### src/aoad_defs.svh
// Offsets, field positions, reset values and widths of the address output block.
// Assumes inclusion by bare name from the package and modules.
`ifndef AOAD_DEFS_SVH
`define AOAD_DEFS_SVH

`define AOAD_PADDR_W       12
`define AOAD_DATA_W        32
`define AOAD_OFS_ADDR_EN   12'h000
`define AOAD_OFS_PORT_DIR  12'h004
`define AOAD_OFS_PORT_DATA 12'h008
`define AOAD_OFS_CS_DIR    12'h00C
`define AOAD_OFS_STATUS    12'h010

`define AOAD_CTRL_W        8
`define AOAD_AE_MSB        3
`define AOAD_AE_LSB        0
`define AOAD_AE_ALL        4'hF
`define AOAD_AE_RST_ROM    4'hD
`define AOAD_AE_RST_NONE   4'h0
`define AOAD_CTRL_RST      8'h00

`define AOAD_MODE_W        3
`define AOAD_MODE_4        3'h4
`define AOAD_MODE_5        3'h5

`define AOAD_ADDR_W        24
`define AOAD_NUM_APINS     16
`define AOAD_APIN_BASE     8
`define AOAD_NUM_CS        6
`define AOAD_AREA_W        3
`define AOAD_AREA_MSB      23
`define AOAD_AREA_LSB      21

`define AOAD_ST_AREA_LSB   16
`define AOAD_ST_AREA_MSB   18
`define AOAD_ST_ACC_BIT    19
`define AOAD_ST_CS_LSB     20
`define AOAD_ST_CS_MSB     25

`endif

### src/aoad_pkg.sv
// Types shared by the address output block.
// Assumes the defines header sits beside it on the include path.
`include "aoad_defs.svh"

package aoad_pkg;

	typedef struct packed {
		logic                     access;
		logic [`AOAD_ADDR_W-1:0]  addr;
	} aoad_ext_bus_t;

	typedef struct packed {
		logic [`AOAD_NUM_APINS-1:0] out;
		logic [`AOAD_NUM_APINS-1:0] oe;
	} aoad_apin_t;

endpackage

### src/aoad_area_decode.sv
// Area decoder: splits the 24-bit space into eight 2-Mbyte areas.
// Assumes the access flag is high for a whole external-space access.
`timescale 1ns/1ps
`default_nettype none
`include "aoad_defs.svh"

module aoad_area_decode
	import aoad_pkg::*;
(
	input  wire aoad_ext_bus_t              bus,
	output logic [`AOAD_AREA_W-1:0]        area,
	output logic [`AOAD_NUM_CS-1:0]        cs_n
);

	assign area = bus.addr[`AOAD_AREA_MSB:`AOAD_AREA_LSB];

	// Areas 6 and 7 decode but own no select line
	for (genvar g = 0; g < `AOAD_NUM_CS; g++) begin : g_cs
		assign cs_n[g] = ~(bus.access && (area == `AOAD_AREA_W'(g)));
	end

endmodule

`default_nettype wire

### src/aoad_top.sv
// Address pin enable, port fallback and area chip selects, behind an APB slave.
// Assumes a zero-wait APB master on core_clk and a mode strap stable at reset release.
`timescale 1ns/1ps
`default_nettype none
`include "aoad_defs.svh"

module aoad_top
	import aoad_pkg::*;
(
	input  wire logic                      core_clk,
	input  wire logic                      arst_n,
	input  wire logic [`AOAD_MODE_W-1:0]   op_mode,
	input  wire logic                      psel,
	input  wire logic                      penable,
	input  wire logic                      pwrite,
	input  wire logic [`AOAD_PADDR_W-1:0]  paddr,
	input  wire logic [`AOAD_DATA_W-1:0]   pwdata,
	output logic [`AOAD_DATA_W-1:0]        prdata,
	output logic                           pready,
	output logic                           pslverr,
	input  wire aoad_ext_bus_t             ext_bus,
	output var aoad_apin_t                 apin,
	output logic [`AOAD_NUM_CS-1:0]        cs_pin_n,
	output logic [`AOAD_NUM_CS-1:0]        cs_pin_oe
);

	logic [`AOAD_CTRL_W-1:0]     address_pin_enable_ctrl;
	logic [`AOAD_NUM_APINS-1:0]  port_dir;
	logic [`AOAD_NUM_APINS-1:0]  port_data;
	logic [`AOAD_NUM_CS-1:0]     cs_dir;
	logic                        strap_done;
	logic [3:0]                  ae_field;
	logic [`AOAD_NUM_APINS-1:0]  addr_en;
	logic [`AOAD_AREA_W-1:0]     area;
	logic [`AOAD_NUM_CS-1:0]     next_cs_n;
	logic                        setup;
	logic                        wr_fire;
	logic                        hit;
	logic [`AOAD_DATA_W-1:0]     next_rdata;
	aoad_apin_t                  next_apin;
	logic [`AOAD_NUM_APINS-1:0]  next_pin_out;
	logic [`AOAD_NUM_APINS-1:0]  next_pin_oe;
	logic                        wr_ctrl;
	logic                        wr_dir;
	logic                        wr_data;
	logic                        wr_csd;
	logic [`AOAD_DATA_W-1:0]     status_word;

	assign ae_field = address_pin_enable_ctrl[`AOAD_AE_MSB:`AOAD_AE_LSB];

	// Thermometer decode of the enable count
	for (genvar i = 0; i < `AOAD_NUM_APINS; i++) begin : g_apin
		assign addr_en[i]      = (4'(i) < ae_field) || (ae_field == `AOAD_AE_ALL);
		// Enabled pin ignores its direction bit; others fall back to the port
		assign next_pin_out[i] = addr_en[i] ? ext_bus.addr[`AOAD_APIN_BASE + i] : port_data[i];
		assign next_pin_oe[i]  = addr_en[i] || port_dir[i];
	end

	assign next_apin = '{out: next_pin_out, oe: next_pin_oe};

	aoad_area_decode u_area (
		.bus  (ext_bus),
		.area (area),
		.cs_n (next_cs_n)
	);

	// APB decode
	assign setup   = psel && !penable;
	assign wr_fire = psel && penable && pready && pwrite && !pslverr;

	// One strobe per register; STATUS has none, so writes to it drop silently
	assign wr_ctrl = wr_fire && (paddr == `AOAD_OFS_ADDR_EN);
	assign wr_dir  = wr_fire && (paddr == `AOAD_OFS_PORT_DIR);
	assign wr_data = wr_fire && (paddr == `AOAD_OFS_PORT_DATA);
	assign wr_csd  = wr_fire && (paddr == `AOAD_OFS_CS_DIR);

	// Live pin and decode view; read-only, sampled at the setup edge
	always_comb begin
		status_word                                      = '0;
		status_word[`AOAD_NUM_APINS-1:0]                 = apin.oe;
		status_word[`AOAD_ST_AREA_MSB:`AOAD_ST_AREA_LSB] = area;
		status_word[`AOAD_ST_ACC_BIT]                    = ext_bus.access;
		status_word[`AOAD_ST_CS_MSB:`AOAD_ST_CS_LSB]     = cs_pin_n;
	end

	always_comb begin
		hit        = 1'b1;
		next_rdata = 32'h0000_0000;
		case (paddr)
			`AOAD_OFS_ADDR_EN: begin
				next_rdata[`AOAD_CTRL_W-1:0] = address_pin_enable_ctrl;
			end
			`AOAD_OFS_PORT_DIR: begin
				next_rdata[`AOAD_NUM_APINS-1:0] = port_dir;
			end
			`AOAD_OFS_PORT_DATA: begin
				next_rdata[`AOAD_NUM_APINS-1:0] = port_data;
			end
			`AOAD_OFS_CS_DIR: begin
				next_rdata[`AOAD_NUM_CS-1:0] = cs_dir;
			end
			`AOAD_OFS_STATUS: begin
				next_rdata = status_word;
			end
			default: begin
				hit = 1'b0;
			end
		endcase
	end

	// Answer in the first access cycle, never with wait states
	always_ff @(posedge core_clk or negedge arst_n) begin
		if (!arst_n) begin
			pready <= 1'b0;
		end else begin
			pready <= setup;
		end
	end

	// Error only for unmapped offsets
	always_ff @(posedge core_clk or negedge arst_n) begin
		if (!arst_n) begin
			pslverr <= 1'b0;
		end else begin
			pslverr <= setup && !hit;
		end
	end

	// Idle data held at zero so a stray sample reads nothing
	always_ff @(posedge core_clk or negedge arst_n) begin
		if (!arst_n) begin
			prdata <= '0;
		end else if (setup && !pwrite) begin
			prdata <= next_rdata;
		end else begin
			prdata <= '0;
		end
	end

	// Strap loads once after release; an async load would need a port value
	always_ff @(posedge core_clk or negedge arst_n) begin
		if (!arst_n) begin
			strap_done              <= 1'b0;
			address_pin_enable_ctrl <= `AOAD_CTRL_RST;
		end else if (!strap_done) begin
			strap_done <= 1'b1;
			if (op_mode == `AOAD_MODE_4 || op_mode == `AOAD_MODE_5) begin
				address_pin_enable_ctrl[`AOAD_AE_MSB:`AOAD_AE_LSB] <= `AOAD_AE_RST_ROM;
			end else begin
				address_pin_enable_ctrl[`AOAD_AE_MSB:`AOAD_AE_LSB] <= `AOAD_AE_RST_NONE;
			end
		end else if (wr_ctrl) begin
			// Reserved upper bits are stored as written and expected zero
			address_pin_enable_ctrl <= pwdata[`AOAD_CTRL_W-1:0];
		end
	end

	always_ff @(posedge core_clk or negedge arst_n) begin
		if (!arst_n) begin
			port_dir <= '0;
		end else if (wr_dir) begin
			port_dir <= pwdata[`AOAD_NUM_APINS-1:0];
		end
	end

	always_ff @(posedge core_clk or negedge arst_n) begin
		if (!arst_n) begin
			port_data <= '0;
		end else if (wr_data) begin
			port_data <= pwdata[`AOAD_NUM_APINS-1:0];
		end
	end

	// Selects stay undriven until software opens them
	always_ff @(posedge core_clk or negedge arst_n) begin
		if (!arst_n) begin
			cs_dir <= '0;
		end else if (wr_csd) begin
			cs_dir <= pwdata[`AOAD_NUM_CS-1:0];
		end
	end

	// Registered pins: one cycle from address or field to the pad
	always_ff @(posedge core_clk or negedge arst_n) begin
		if (!arst_n) begin
			apin <= '0;
		end else begin
			apin <= next_apin;
		end
	end

	// Selects idle high, so reset never strobes a memory
	always_ff @(posedge core_clk or negedge arst_n) begin
		if (!arst_n) begin
			cs_pin_n <= '1;
		end else begin
			cs_pin_n <= next_cs_n;
		end
	end

	always_ff @(posedge core_clk or negedge arst_n) begin
		if (!arst_n) begin
			cs_pin_oe <= '0;
		end else begin
			cs_pin_oe <= cs_dir;
		end
	end

endmodule

`default_nettype wire

### config.mk
export PLATFORM = sky130hd
export DESIGN_NAME = aoad_top
export DESIGN_NICKNAME = d
export VERILOG_FILES = /design/src/aoad_pkg.sv /design/src/aoad_area_decode.sv /design/src/aoad_top.sv
export VERILOG_INCLUDE_DIRS = /design/src /design/src/src
export SDC_FILE = /design/constraint.sdc
export NUM_CORES = 1
export LEC_CHECK = 0
export BUFFER_PORTS_ARGS = -buffer_cell sky130_fd_sc_hd__clkbuf_2
export CAP_MARGIN = 20
export CORE_MARGIN = 1.5
export CORE_UTILIZATION = 45
export DETAILED_ROUTE_END_ITERATION = 12
export PLACE_DENSITY = 0.72
export SYNTH_ARGS = -nofsm -noshare
export SYNTH_HDL_FRONTEND = slang
export SYNTH_SLANG_ARGS = --single-unit
export TNS_END_PERCENT = 5
### constraint.sdc
create_clock -name core_clk -period 4.8 [get_ports core_clk]
set_input_delay 0 -clock core_clk [delete_from_list [all_inputs] [get_ports core_clk]]
set_output_delay 0 -clock core_clk [all_outputs]
set_load 0.01 [all_outputs]
Word level (Yosys, flattened, before mapping)
Index checks and enable logic that the tools add are counted.
- reductions and logical operators: 58
- $lt $le $gt $ge: 16
- multiplexer cells: 25
- equal/unequal tests: 13
- bitwise gates (word level): 6
- operators with widths (kind ; number):
    logical OR 1 bit ; 33
    less-than comparator 4 bit (first input constant) ; 8
    2-to-1 mux 32 bit ; 1
    one-hot mux 6 bit (5 select lines) ; 1
    == test 12 x 4 -> 1 bit (second input constant) ; 2
    one-hot mux 8 bit (3 select lines) ; 1
    logical AND 1 bit ; 17
    2-to-1 mux 1 bit ; 17
    less-than comparator 3 x 4 -> 1 bit (first input constant) ; 4
    == test 12 x 3 -> 1 bit (second input constant) ; 1
    == test 12 x 5 -> 1 bit (second input constant) ; 1
    == test 3 bit (second input constant) ; 4
    logical NOT 12 bit ; 1
    2-to-1 mux 4 bit ; 3
    2-to-1 mux 10 bit ; 1
    less-than comparator 1 x 4 -> 1 bit (first input constant) ; 2
    less-than comparator 2 x 4 -> 1 bit (first input constant) ; 2
    one-hot mux 2 bit (4 select lines) ; 1
    == test 3 x 2 -> 1 bit (second input constant) ; 2
    inverter 1 bit ; 6
    OR reduction 5 bit ; 1
    == test 4 bit (second input constant) ; 1
    logical NOT 1 bit ; 4
    == test 3 x 1 -> 1 bit (second input constant) ; 1
    other kinds (3) ; 3
- output and inout bits: 78
- input port bits: 77
- bits in registers: 125

Longest topological paths before layout
Gate-level depths: netlist of run 1.
- word-level depth: 7
- mapped depth: 6
- gate-level depth less buffers: 4

Modules after synthesis
A second synthesis of run 1 with hierarchy kept.
- cells, all modules: 379
- area, all modules: 4993.5 um^2
- modules (own cells, without submodules) (module ; area an instance (um^2) ; seq. area each (um^2) ; times used ; cells an instance):
    aoad_top ; 4909.7 ; 2985.4 ; 1 ; 370
    aoad_area_decode ; 83.8 ; 0.0 ; 1 ; 9

Worst setup path after synthesis of run 1
OpenSTA, ideal clock, no wires.
- path type: reg-to-reg
- start point: register pslverr
- end point: register port_data[10]
- clock period less this slack: 2.348 ns
- buffers on the path: 1
- cell stages (with the launch flop): 6
- data arrival time: 2.223 ns
- required time: 4.675 ns
- slack: 2.452 ns
- setup time: 0.125 ns
- cells stage by stage: dfrtp_1 > or4b_1 > or4_4 > nor3b_4 > buf_12 > mux2_4
- word-level cells in the longest chain between the ends: 3
- RTL lines (element ; line ; text):
    start: declaration ; aoad_top.sv:20 ; output logic pslverr,
    start signal: assignment ; aoad_top.sv:125 ; pslverr <= setup && !hit;
    logical NOT 1 bit ; aoad_top.sv:69 ; assign wr_fire = psel && penable && pready && pwrite && !pslverr;
    logical AND 1 bit ; aoad_top.sv:69 ;
    logical AND 1 bit ; aoad_top.sv:74 ; assign wr_data = wr_fire && (paddr == `AOAD_OFS_PORT_DATA);
    end signal: assignment ; aoad_top.sv:170 ; port_data <= pwdata[`AOAD_NUM_APINS-1:0];
    end: declaration ; aoad_top.sv:29 ; logic [`AOAD_NUM_APINS-1:0] port_data;
No other way between the ends.
A chain may end at the register's enable or synchronous reset.

Worst setup path after layout of run 1
- start point: register pslverr
- end point: register port_dir[2]
- word-level cells in the longest chain between the ends: 3
- RTL lines (element ; line ; text):
    logical NOT 1 bit ; aoad_top.sv:69 ;
    logical AND 1 bit ; aoad_top.sv:69 ;
    logical AND 1 bit ; aoad_top.sv:73 ; assign wr_dir = wr_fire && (paddr == `AOAD_OFS_PORT_DIR);
    end signal: assignment ; aoad_top.sv:162 ; port_dir <= pwdata[`AOAD_NUM_APINS-1:0];
    end: declaration ; aoad_top.sv:28 ; logic [`AOAD_NUM_APINS-1:0] port_dir;
No other way between the ends.

==> run_summary.xml, run 1 <==
<?xml version="1.0" encoding="UTF-8"?>
<metrics>
  <group name="outcome">
    <metric name="run_status" unit="">finished, final reports clean</metric>
  </group>
  <group name="synth">
    <metric name="synth_most_common_cell" unit="">sky130_fd_sc_hd__dfrtp_1</metric>
    <metric name="area_fraction_in_compound_gates_after_synthesis" unit="%">7.050</metric>
    <metric name="synth-async-reset-ratio" unit="%">100.0</metric>
    <metric name="post_synth_fa_ha_maj_area_fraction" unit="%">0</metric>
    <metric name="seq_area_frac_synth" unit="%">60.95</metric>
    <metric name="synthesis.area_per_instance" unit="um^2">13.92</metric>
    <metric name="synth_xor_xnor_area_share" unit="%">0.1788</metric>
    <metric name="synth-seq-cells" unit="">119</metric>
    <metric name="postSynthCellCount" unit="">352</metric>
    <metric name="synth_simple_gate_area_share" unit="%">10.80</metric>
    <metric name="netlist_top_cells_area" unit="">sky130_fd_sc_hd__dfrtp_1 (58%), sky130_fd_sc_hd__mux2_2 (9.0%), sky130_fd_sc_hd__mux2_4 (6.1%), sky130_fd_sc_hd__dfstp_2 (3.2%), sky130_fd_sc_hd__a22oi_1 (2.3%)</metric>
    <metric name="synth_cell_type_count" unit="">43</metric>
    <metric name="synth_flop_cell" unit="">sky130_fd_sc_hd__dfrtp_1</metric>
    <metric name="main_combinational_cell_family_by_area_after_synthesis" unit="">multiplexers</metric>
    <metric name="synth.area.mux_share" unit="%">17.80</metric>
    <metric name="yosysWarnings" unit="">0</metric>
    <metric name="synth_area_leader" unit="">sky130_fd_sc_hd__dfrtp_1</metric>
    <metric name="synth.top_cells.by_count" unit="">sky130_fd_sc_hd__dfrtp_1 (113), sky130_fd_sc_hd__mux2_2 (39), sky130_fd_sc_hd__mux2_4 (20), sky130_fd_sc_hd__nor2_1 (20), sky130_fd_sc_hd__a22oi_1 (15)</metric>
    <metric name="synth_top_cell_area_share" unit="%">57.73</metric>
    <metric name="syn_area" unit="um^2">4898</metric>
    <metric name="synth-edff-count" unit="">0</metric>
  </group>
  <group name="setup_path">
    <metric name="rrSetupSlack" unit="ps">1990</metric>
    <metric name="critPathMaxFanout" unit="">9</metric>
    <metric name="timing.rr.end" unit="">port_dir[2]</metric>
    <metric name="worst_path_buf_inv" unit="">1</metric>
    <metric name="worstPathArrival" unit="ps">3210</metric>
    <metric name="worst_setup_path_start_kind" unit="">flop</metric>
    <metric name="timing.setup.critical_path_class" unit="">flop to flop</metric>
    <metric name="crit_family" unit="">simple AND/OR/NAND/NOR gates</metric>
    <metric name="worstPathCellList" unit="">or4b_1 &gt; or4_4 &gt; nor3b_4 &gt; buf_4 &gt; mux2_2</metric>
    <metric name="cp_slowest_cell" unit="">sky130_fd_sc_hd__nor3b_4</metric>
    <metric name="critical_path.startpoint" unit="">pslverr</metric>
    <metric name="setup.worst_path.end_class" unit="">flop</metric>
    <metric name="critical_path_cell_count" unit="">5</metric>
    <metric name="critical_path.endpoint" unit="">port_dir[2]</metric>
    <metric name="timing.critical_path.slowest_cell_delay" unit="ps">560</metric>
    <metric name="r2r_path_start" unit="">pslverr</metric>
    <metric name="timing.reg2reg.worst_path_depth" unit="">5</metric>
    <metric name="worstPathRequired" unit="ps">5200</metric>
  </group>
  <group name="cts">
    <metric name="clkSinkCount" unit="">119</metric>
    <metric name="ctsHtreeMaxLevel" unit="">4</metric>
    <metric name="postcts_setup_bufs" unit="">0</metric>
    <metric name="clk_root_buf" unit="">sky130_fd_sc_hd__clkbuf_8</metric>
    <metric name="cts_max_path_buffers" unit="">2</metric>
    <metric name="cts_resized" unit="">0</metric>
    <metric name="worst_skew_pair.late_latency" unit="ps">520</metric>
    <metric name="tritoncts.num_buffers" unit="">17</metric>
    <metric name="clk_pin_slew_worst_paths" unit="ps">60</metric>
    <metric name="tritoncts" unit="">done</metric>
  </group>
  <group name="sta">
    <metric name="final_hold_vio_count" unit="">0</metric>
    <metric name="worst_slew_margin_rel" unit="%">40.16</metric>
    <metric name="layout_min_cycle_time" unit="ps">2812</metric>
    <metric name="worst_slew_pin_slew" unit="ps">895.8</metric>
    <metric name="max_clock_freq" unit="MHz">355.6</metric>
    <metric name="fin_skew" unit="ps">11.11</metric>
    <metric name="setup_tns" unit="ps">0</metric>
    <metric name="setup_viol" unit="">0</metric>
    <metric name="unrepaired_setup_endpoints_after_global_routing" unit="">false</metric>
    <metric name="share_of_the_clock_period_used_by_the_worst_path" unit="%">58.58</metric>
    <metric name="timing_max_transition_violations_final" unit="">0</metric>
  </group>
  <group name="global_routing">
    <metric name="antenna_found_initial" unit="">0</metric>
    <metric name="grt_max_degree" unit="">63</metric>
    <metric name="first_global_vias" unit="">3631</metric>
    <metric name="grt.overflow.total" unit="">0</metric>
    <metric name="grt_usage" unit="%">21.68</metric>
    <metric name="global_route_wire_length_before_repair" unit="um">18640</metric>
  </group>
  <group name="finish">
    <metric name="multi_input_area" unit="um^2">1794</metric>
    <metric name="finalNetCount" unit="">602</metric>
    <metric name="layout-area-overhead-vs-synth" unit="%">36.42</metric>
    <metric name="drive_above_1_share" unit="%">45.35</metric>
    <metric name="sequential_cell_area" unit="um^2">2985</metric>
    <metric name="num-fill-cells" unit="">798</metric>
    <metric name="insertedDiodeCount" unit="">0</metric>
    <metric name="finalInstanceArea" unit="um^2">6683</metric>
  </group>
  <group name="die">
    <metric name="floorplan.rows" unit="">37</metric>
    <metric name="die_width" unit="um">107.3</metric>
    <metric name="start_util" unit="%">46.82</metric>
    <metric name="die-height" unit="um">107.3</metric>
    <metric name="floorplan.die_area" unit="um^2">11520</metric>
    <metric name="placeableCoreArea" unit="um^2">10460</metric>
    <metric name="top_level_ports" unit="">155</metric>
  </group>
  <group name="drt">
    <metric name="initialDrtViolationCount" unit="">202</metric>
    <metric name="routed_wl" unit="um">12120</metric>
    <metric name="wl_per_cell" unit="um">17.99</metric>
    <metric name="drt_first_pass_iters" unit="">4</metric>
    <metric name="dr_total_vias" unit="">3567</metric>
    <metric name="detail_route.vias_per_cell" unit="">5.292</metric>
    <metric name="drc_errors" unit="">0</metric>
    <metric name="postRouteAntennaNets" unit="">0</metric>
  </group>
  <group name="run">
    <metric name="max_cap_violations" unit="">0</metric>
  </group>
  <group name="power_and_ir_drop">
    <metric name="cellLeakagePower" unit="nW">3.336</metric>
    <metric name="pwr_density_cell" unit="nW/um^2">382.4</metric>
    <metric name="max-vdd-ir-drop" unit="mV">0.2423</metric>
  </group>
  <group name="placement">
    <metric name="placed_area" unit="um^2">5617</metric>
    <metric name="detailed_place_hpwl" unit="um">7601</metric>
    <metric name="numPortBuffers" unit="">123</metric>
    <metric name="place_congestion" unit="">0.8739</metric>
  </group>
  <group name="min_path">
    <metric name="worstHoldPathType" unit="">input port to flop</metric>
  </group>
</metrics>
-- sequential cells by signal, indices dropped and copies added, names as in the netlist --
name / count
address_pin_enable_ctrl: 8
apin: 32
cs_dir: 6
cs_pin_n: 6
cs_pin_oe: 6
port_data: 16
port_dir: 16
prdata: 26
pready: 1
pslverr: 1
strap_done: 1
-- layer usage --
layer  up-vias  GRT usage (%)  wire (um)
li1       1601              -          -
met1      1798          27.62       5115
met2       149          36.44       6011
met3        19          5.266        826
met4         0          7.143        170
met5         -              0          0
-- timing repair --
action | in CTS | in global routing
hold endpoints to repair | 132 | 0
endpoints found under the setup margin | 0 | 0
hold buffers | 44 | 0
-- power breakdown --
| part | switching [mW] | internal [mW] | total (mW) |
|---|---|---|---|
| sequential | 0.0208 | 1.03 | 1.05 |
| combinational | 0.0915 | 0.0779 | 0.169 |
| clock | 0.477 | 0.861 | 1.34 |
-- final cells by class --
class,instances,area share (%)
Sequential cell,119,44.67
Multi-Input combinational cell,212,26.85
Timing Repair Buffer,172,16.40
Clock buffer,18,6.403
Tap cell,136,2.546
Inverter,3,0.1685
Clock inverter,14,2.958
-- how the worst min path moves through the flow --
| stage | start | end | slack [ps] | cells past startpoint |
|---|---|---|---|---|
| after floorplan | arst_n | address_pin_enable_ctrl[0] | -300 | 0 |
| after global placement | arst_n | prdata[12] | 100 | 1 |
| after detailed placement | arst_n | prdata[12] | 110 | 1 |
| after CTS | paddr[0] | address_pin_enable_ctrl[1] | 20 | 5 |
| after global routing | paddr[1] | address_pin_enable_ctrl[1] | 60 | 5 |
| final | paddr[1] | address_pin_enable_ctrl[1] | 40 | 5 |
-- worst reg2reg max path: cells and delay by family (launching register included) --
| family | cells | cell delay (ps) |
|---|---|---|
| flops | 1 | 390 |
| buf+inv | 1 | 350 |
| mux | 1 | 360 |
| simple gates | 3 | 1600 |
-- through the flow --
step	hold WS [ps]	worst slack (ps)	util (%)	total power, mW	cells
floorplan	-295.6	2452	-	1.126	357
global placement	97.05	2039	53.68	1.203	598
detailed placement	111.2	2004	53.68	1.206	598
CTS	21.39	1953	63.87	2.566	674
global route	63.56	1920	63.87	2.630	674
finish	38.58	1988	63.87	2.556	674
-- cell families after synthesis --
| family | Yosys count |
|---|---|
| AOI/OAI and AO/OA | 50 |
| xor gates and xnor gates | 1 |
| buffers and inverters | 26 |
| DFF | 119 |
| muxes | 66 |
| other | 2 |
| and+or+nand+nor | 88 |
-- cell usage in the layout (no fill, tap or decap), types with 7 or more instances in the layout --
cell                              n
sky130_fd_sc_hd__dlygate4sd3_1   44
sky130_fd_sc_hd__mux2_2          39
sky130_fd_sc_hd__o21ai_0          8
sky130_fd_sc_hd__dfrtp_1        113
sky130_fd_sc_hd__a21oi_1         10
sky130_fd_sc_hd__nand3_1          7
sky130_fd_sc_hd__nor2_1          20
sky130_fd_sc_hd__a22oi_1         15
sky130_fd_sc_hd__clkbuf_16       16
sky130_fd_sc_hd__clkbuf_2       122
sky130_fd_sc_hd__and3_1          10
sky130_fd_sc_hd__nand2b_1        12
sky130_fd_sc_hd__conb_1           7
sky130_fd_sc_hd__a22o_1           8
sky130_fd_sc_hd__mux2_4          20
Power figures use the tool's default switching activity.
==> inputs of run 2 (changes only) <==
--- a/config.mk
+++ b/config.mk
@@ -11,7 +11,7 @@
 export CORE_MARGIN = 1.5
 export CORE_UTILIZATION = 45
 export DETAILED_ROUTE_END_ITERATION = 12
-export PLACE_DENSITY = 0.72
+export PLACE_DENSITY = 0.75
 export SYNTH_ARGS = -nofsm -noshare
 export SYNTH_HDL_FRONTEND = slang
 export SYNTH_SLANG_ARGS = --single-unit
==> constraint.sdc (replaced) <==
create_clock -name core_clk -period 2.35 [get_ports core_clk]
set_input_delay 0 -clock core_clk [delete_from_list [all_inputs] [get_ports core_clk]]
set_output_delay 0 -clock core_clk [all_outputs]
set_load 0.01 [all_outputs]
==> run_summary.xml, run 2 (same netlist as run 1, synthesis figures left out) <==
<?xml version="1.0" encoding="UTF-8"?>
<metrics>
  <group name="finish">
    <metric name="insertedDiodeCount" unit="">0</metric>
    <metric name="drive_above_1_share" unit="%">46.38</metric>
    <metric name="largest_register_ffs" unit="">32</metric>
    <metric name="largest_register" unit="">apin</metric>
    <metric name="leading_registers_by_flop_count" unit="">apin (32), prdata (26)</metric>
    <metric name="final_common_cell" unit="">sky130_fd_sc_hd__clkbuf_2</metric>
    <metric name="most-common-layout-cells" unit="">sky130_fd_sc_hd__clkbuf_2 (122), sky130_fd_sc_hd__dfrtp_1 (113), sky130_fd_sc_hd__dlygate4sd3_1 (48), sky130_fd_sc_hd__mux2_2 (39)</metric>
    <metric name="final_core_utilization" unit="%">65.51</metric>
    <metric name="finalNetCount" unit="">616</metric>
    <metric name="layout-area-overhead-vs-synth" unit="%">39.92</metric>
    <metric name="num-fill-cells" unit="">783</metric>
  </group>
  <group name="cts">
    <metric name="worst_skew_pair.late_latency" unit="ps">500</metric>
    <metric name="clk_pin_slew_worst_paths" unit="ps">60</metric>
    <metric name="clkSinkCount" unit="">119</metric>
    <metric name="cts_max_path_buffers" unit="">2</metric>
    <metric name="clk_root_buf" unit="">sky130_fd_sc_hd__clkbuf_8</metric>
    <metric name="tritoncts" unit="">done</metric>
    <metric name="ctsHtreeMaxLevel" unit="">4</metric>
    <metric name="postcts_setup_bufs" unit="">0</metric>
    <metric name="tritoncts.num_buffers" unit="">17</metric>
  </group>
  <group name="drt">
    <metric name="drt_first_pass_iters" unit="">4</metric>
    <metric name="dr_total_vias" unit="">3657</metric>
    <metric name="postRouteAntennaNets" unit="">0</metric>
    <metric name="wl_per_cell" unit="um">17.87</metric>
    <metric name="routed_wl" unit="um">12300</metric>
    <metric name="initialDrtViolationCount" unit="">154</metric>
    <metric name="drc_errors" unit="">0</metric>
    <metric name="detail_route.vias_per_cell" unit="">5.315</metric>
  </group>
  <group name="sta">
    <metric name="fin_skew" unit="ps">6.314</metric>
    <metric name="setup_viol" unit="">0</metric>
    <metric name="max_clock_freq" unit="MHz">429.1</metric>
    <metric name="final_hold_vio_count" unit="">0</metric>
    <metric name="layout_min_cycle_time" unit="ps">2331</metric>
    <metric name="hold-worst-slack" unit="ps">29.25</metric>
    <metric name="worst_slew_pin_slew" unit="ps">855.4</metric>
    <metric name="worst_slew_margin_rel" unit="%">42.86</metric>
    <metric name="unrepaired_setup_endpoints_after_global_routing" unit="">true</metric>
    <metric name="share_of_the_clock_period_used_by_the_worst_path" unit="%">99.18</metric>
    <metric name="timing_max_transition_violations_final" unit="">0</metric>
  </group>
  <group name="placement">
    <metric name="detailed_place_hpwl" unit="um">8018</metric>
    <metric name="numPortBuffers" unit="">123</metric>
    <metric name="place_congestion" unit="">0.8278</metric>
  </group>
  <group name="setup_path">
    <metric name="cp_slowest_cell" unit="">sky130_fd_sc_hd__dlygate4sd3_1</metric>
    <metric name="timing.setup.critical_path_class" unit="">input port to flop</metric>
    <metric name="worstPathRequired" unit="ps">2760</metric>
    <metric name="worst_setup_path_start_kind" unit="">input port</metric>
    <metric name="worstPathCellList" unit="">dlygate4sd3_1 &gt; clkbuf_2 &gt; or4_4 &gt; dlygate4sd3_1 &gt; nor4_1 &gt; a31oi_1 &gt; a21oi_1</metric>
    <metric name="critPathMaxFanout" unit="">5</metric>
    <metric name="cp_common_cell" unit="">sky130_fd_sc_hd__dlygate4sd3_1</metric>
    <metric name="timing.critical_path.slowest_cell_delay" unit="ps">610</metric>
    <metric name="worstPathArrival" unit="ps">2740</metric>
    <metric name="setup.worst_path.end_class" unit="">flop</metric>
  </group>
  <group name="die">
    <metric name="die-height" unit="um">107.3</metric>
    <metric name="floorplan.rows" unit="">37</metric>
    <metric name="die_width" unit="um">107.3</metric>
    <metric name="top_level_ports" unit="">155</metric>
    <metric name="floorplan.die_area" unit="um^2">11520</metric>
    <metric name="start_util" unit="%">46.82</metric>
    <metric name="placeableCoreArea" unit="um^2">10460</metric>
  </group>
  <group name="run">
    <metric name="max_cap_violations" unit="">0</metric>
  </group>
  <group name="min_path">
    <metric name="worstHoldPathType" unit="">input port to flop</metric>
  </group>
  <group name="power_and_ir_drop">
    <metric name="cellLeakagePower" unit="nW">3.430</metric>
    <metric name="design_power_total" unit="mW">5.323</metric>
    <metric name="pwr_density_cell" unit="nW/um^2">776.5</metric>
    <metric name="max-vdd-ir-drop" unit="mV">0.4779</metric>
  </group>
  <group name="global_routing">
    <metric name="grt.overflow.total" unit="">0</metric>
    <metric name="first_global_vias" unit="">3853</metric>
    <metric name="grt_usage" unit="%">22.73</metric>
    <metric name="grt_max_degree" unit="">52</metric>
    <metric name="antenna_found_initial" unit="">0</metric>
    <metric name="global_route_wire_length_before_repair" unit="um">19770</metric>
  </group>
  <group name="outcome">
    <metric name="run_status" unit="">finished, final reports clean</metric>
  </group>
</metrics>
## run 2: cell types whose count changed in the layout (fill, tap and decap cells not counted), sizes merged
cell / delta
clkinvlp: -2
bufinv: +1
dlygate4sd3: +4
buf: +10
inv: +1
## run 2: critical path, delay by kind of cell
family | cells | cell delay (ps)
compound gates | 2 | 420
buf+inv | 3 | 1250
simple gates | 2 | 1060
## run 2: what timing repair did
item                       in CTS  in global routing
hold endpoints to repair      177                  0
setup endpoints to repair       2                 43
gates resized for setup         0                  5
hold buffers                   48                  0
## run 2: power by group
| group | internal (mW) | total, mW | switching [mW] |
|---|---|---|---|
| logic | 0.171 | 0.364 | 0.193 |
| registers | 2.10 | 2.14 | 0.0424 |
| clock network | 1.87 | 2.82 | 0.948 |
## run 2: area by class of cell
class	count	area [um^2]	share of cell area, %
multi-input cells	212	1803	26.31
repair buffers	186	1235	18.02
inverters	3	11.26	0.1643
well taps	136	170.2	2.483
clock inverters	14	221.5	3.231
clock buffers	18	427.9	6.243
flip-flops and latches	119	2985	43.56
## run 2: per-stage QoR
stage               std cells  cell area (um^2)  setup TNS [ps]  setup WS [ps]
global placement          608              5704               0          88.51
floorplan                 357              4917               0          1.729
CTS                       688              6834          -5.314         -3.862
detailed placement        608              5704               0          28.59
global route              688              6854          -82.10         -69.51
finish                    688              6854               0          19.29
## run 2: path summary, 6_finish.rpt
path,depth (start not counted),start,to,slack (ps)
worst min-delay path,5,paddr[10],prdata[1],30
worst max-delay path,7,paddr[5],address_pin_enable_ctrl[2],20
max in group asynchronous,3,arst_n,apin[7],1560
worst max register to register,5,pslverr,port_data[0],30
worst min register to register,0,cs_dir[1],cs_pin_oe[1],400
min in group asynchronous,2,arst_n,apin[28],60
## run 2: layer usage
metal  vias up  wire length (um)  GRT usage (%)
li1       1639                 -              -
met1      1845              5178          28.88
met2       156              6019          37.53
met3        17               907          6.780
met4         0               190          7.049
met5         -                 0              0
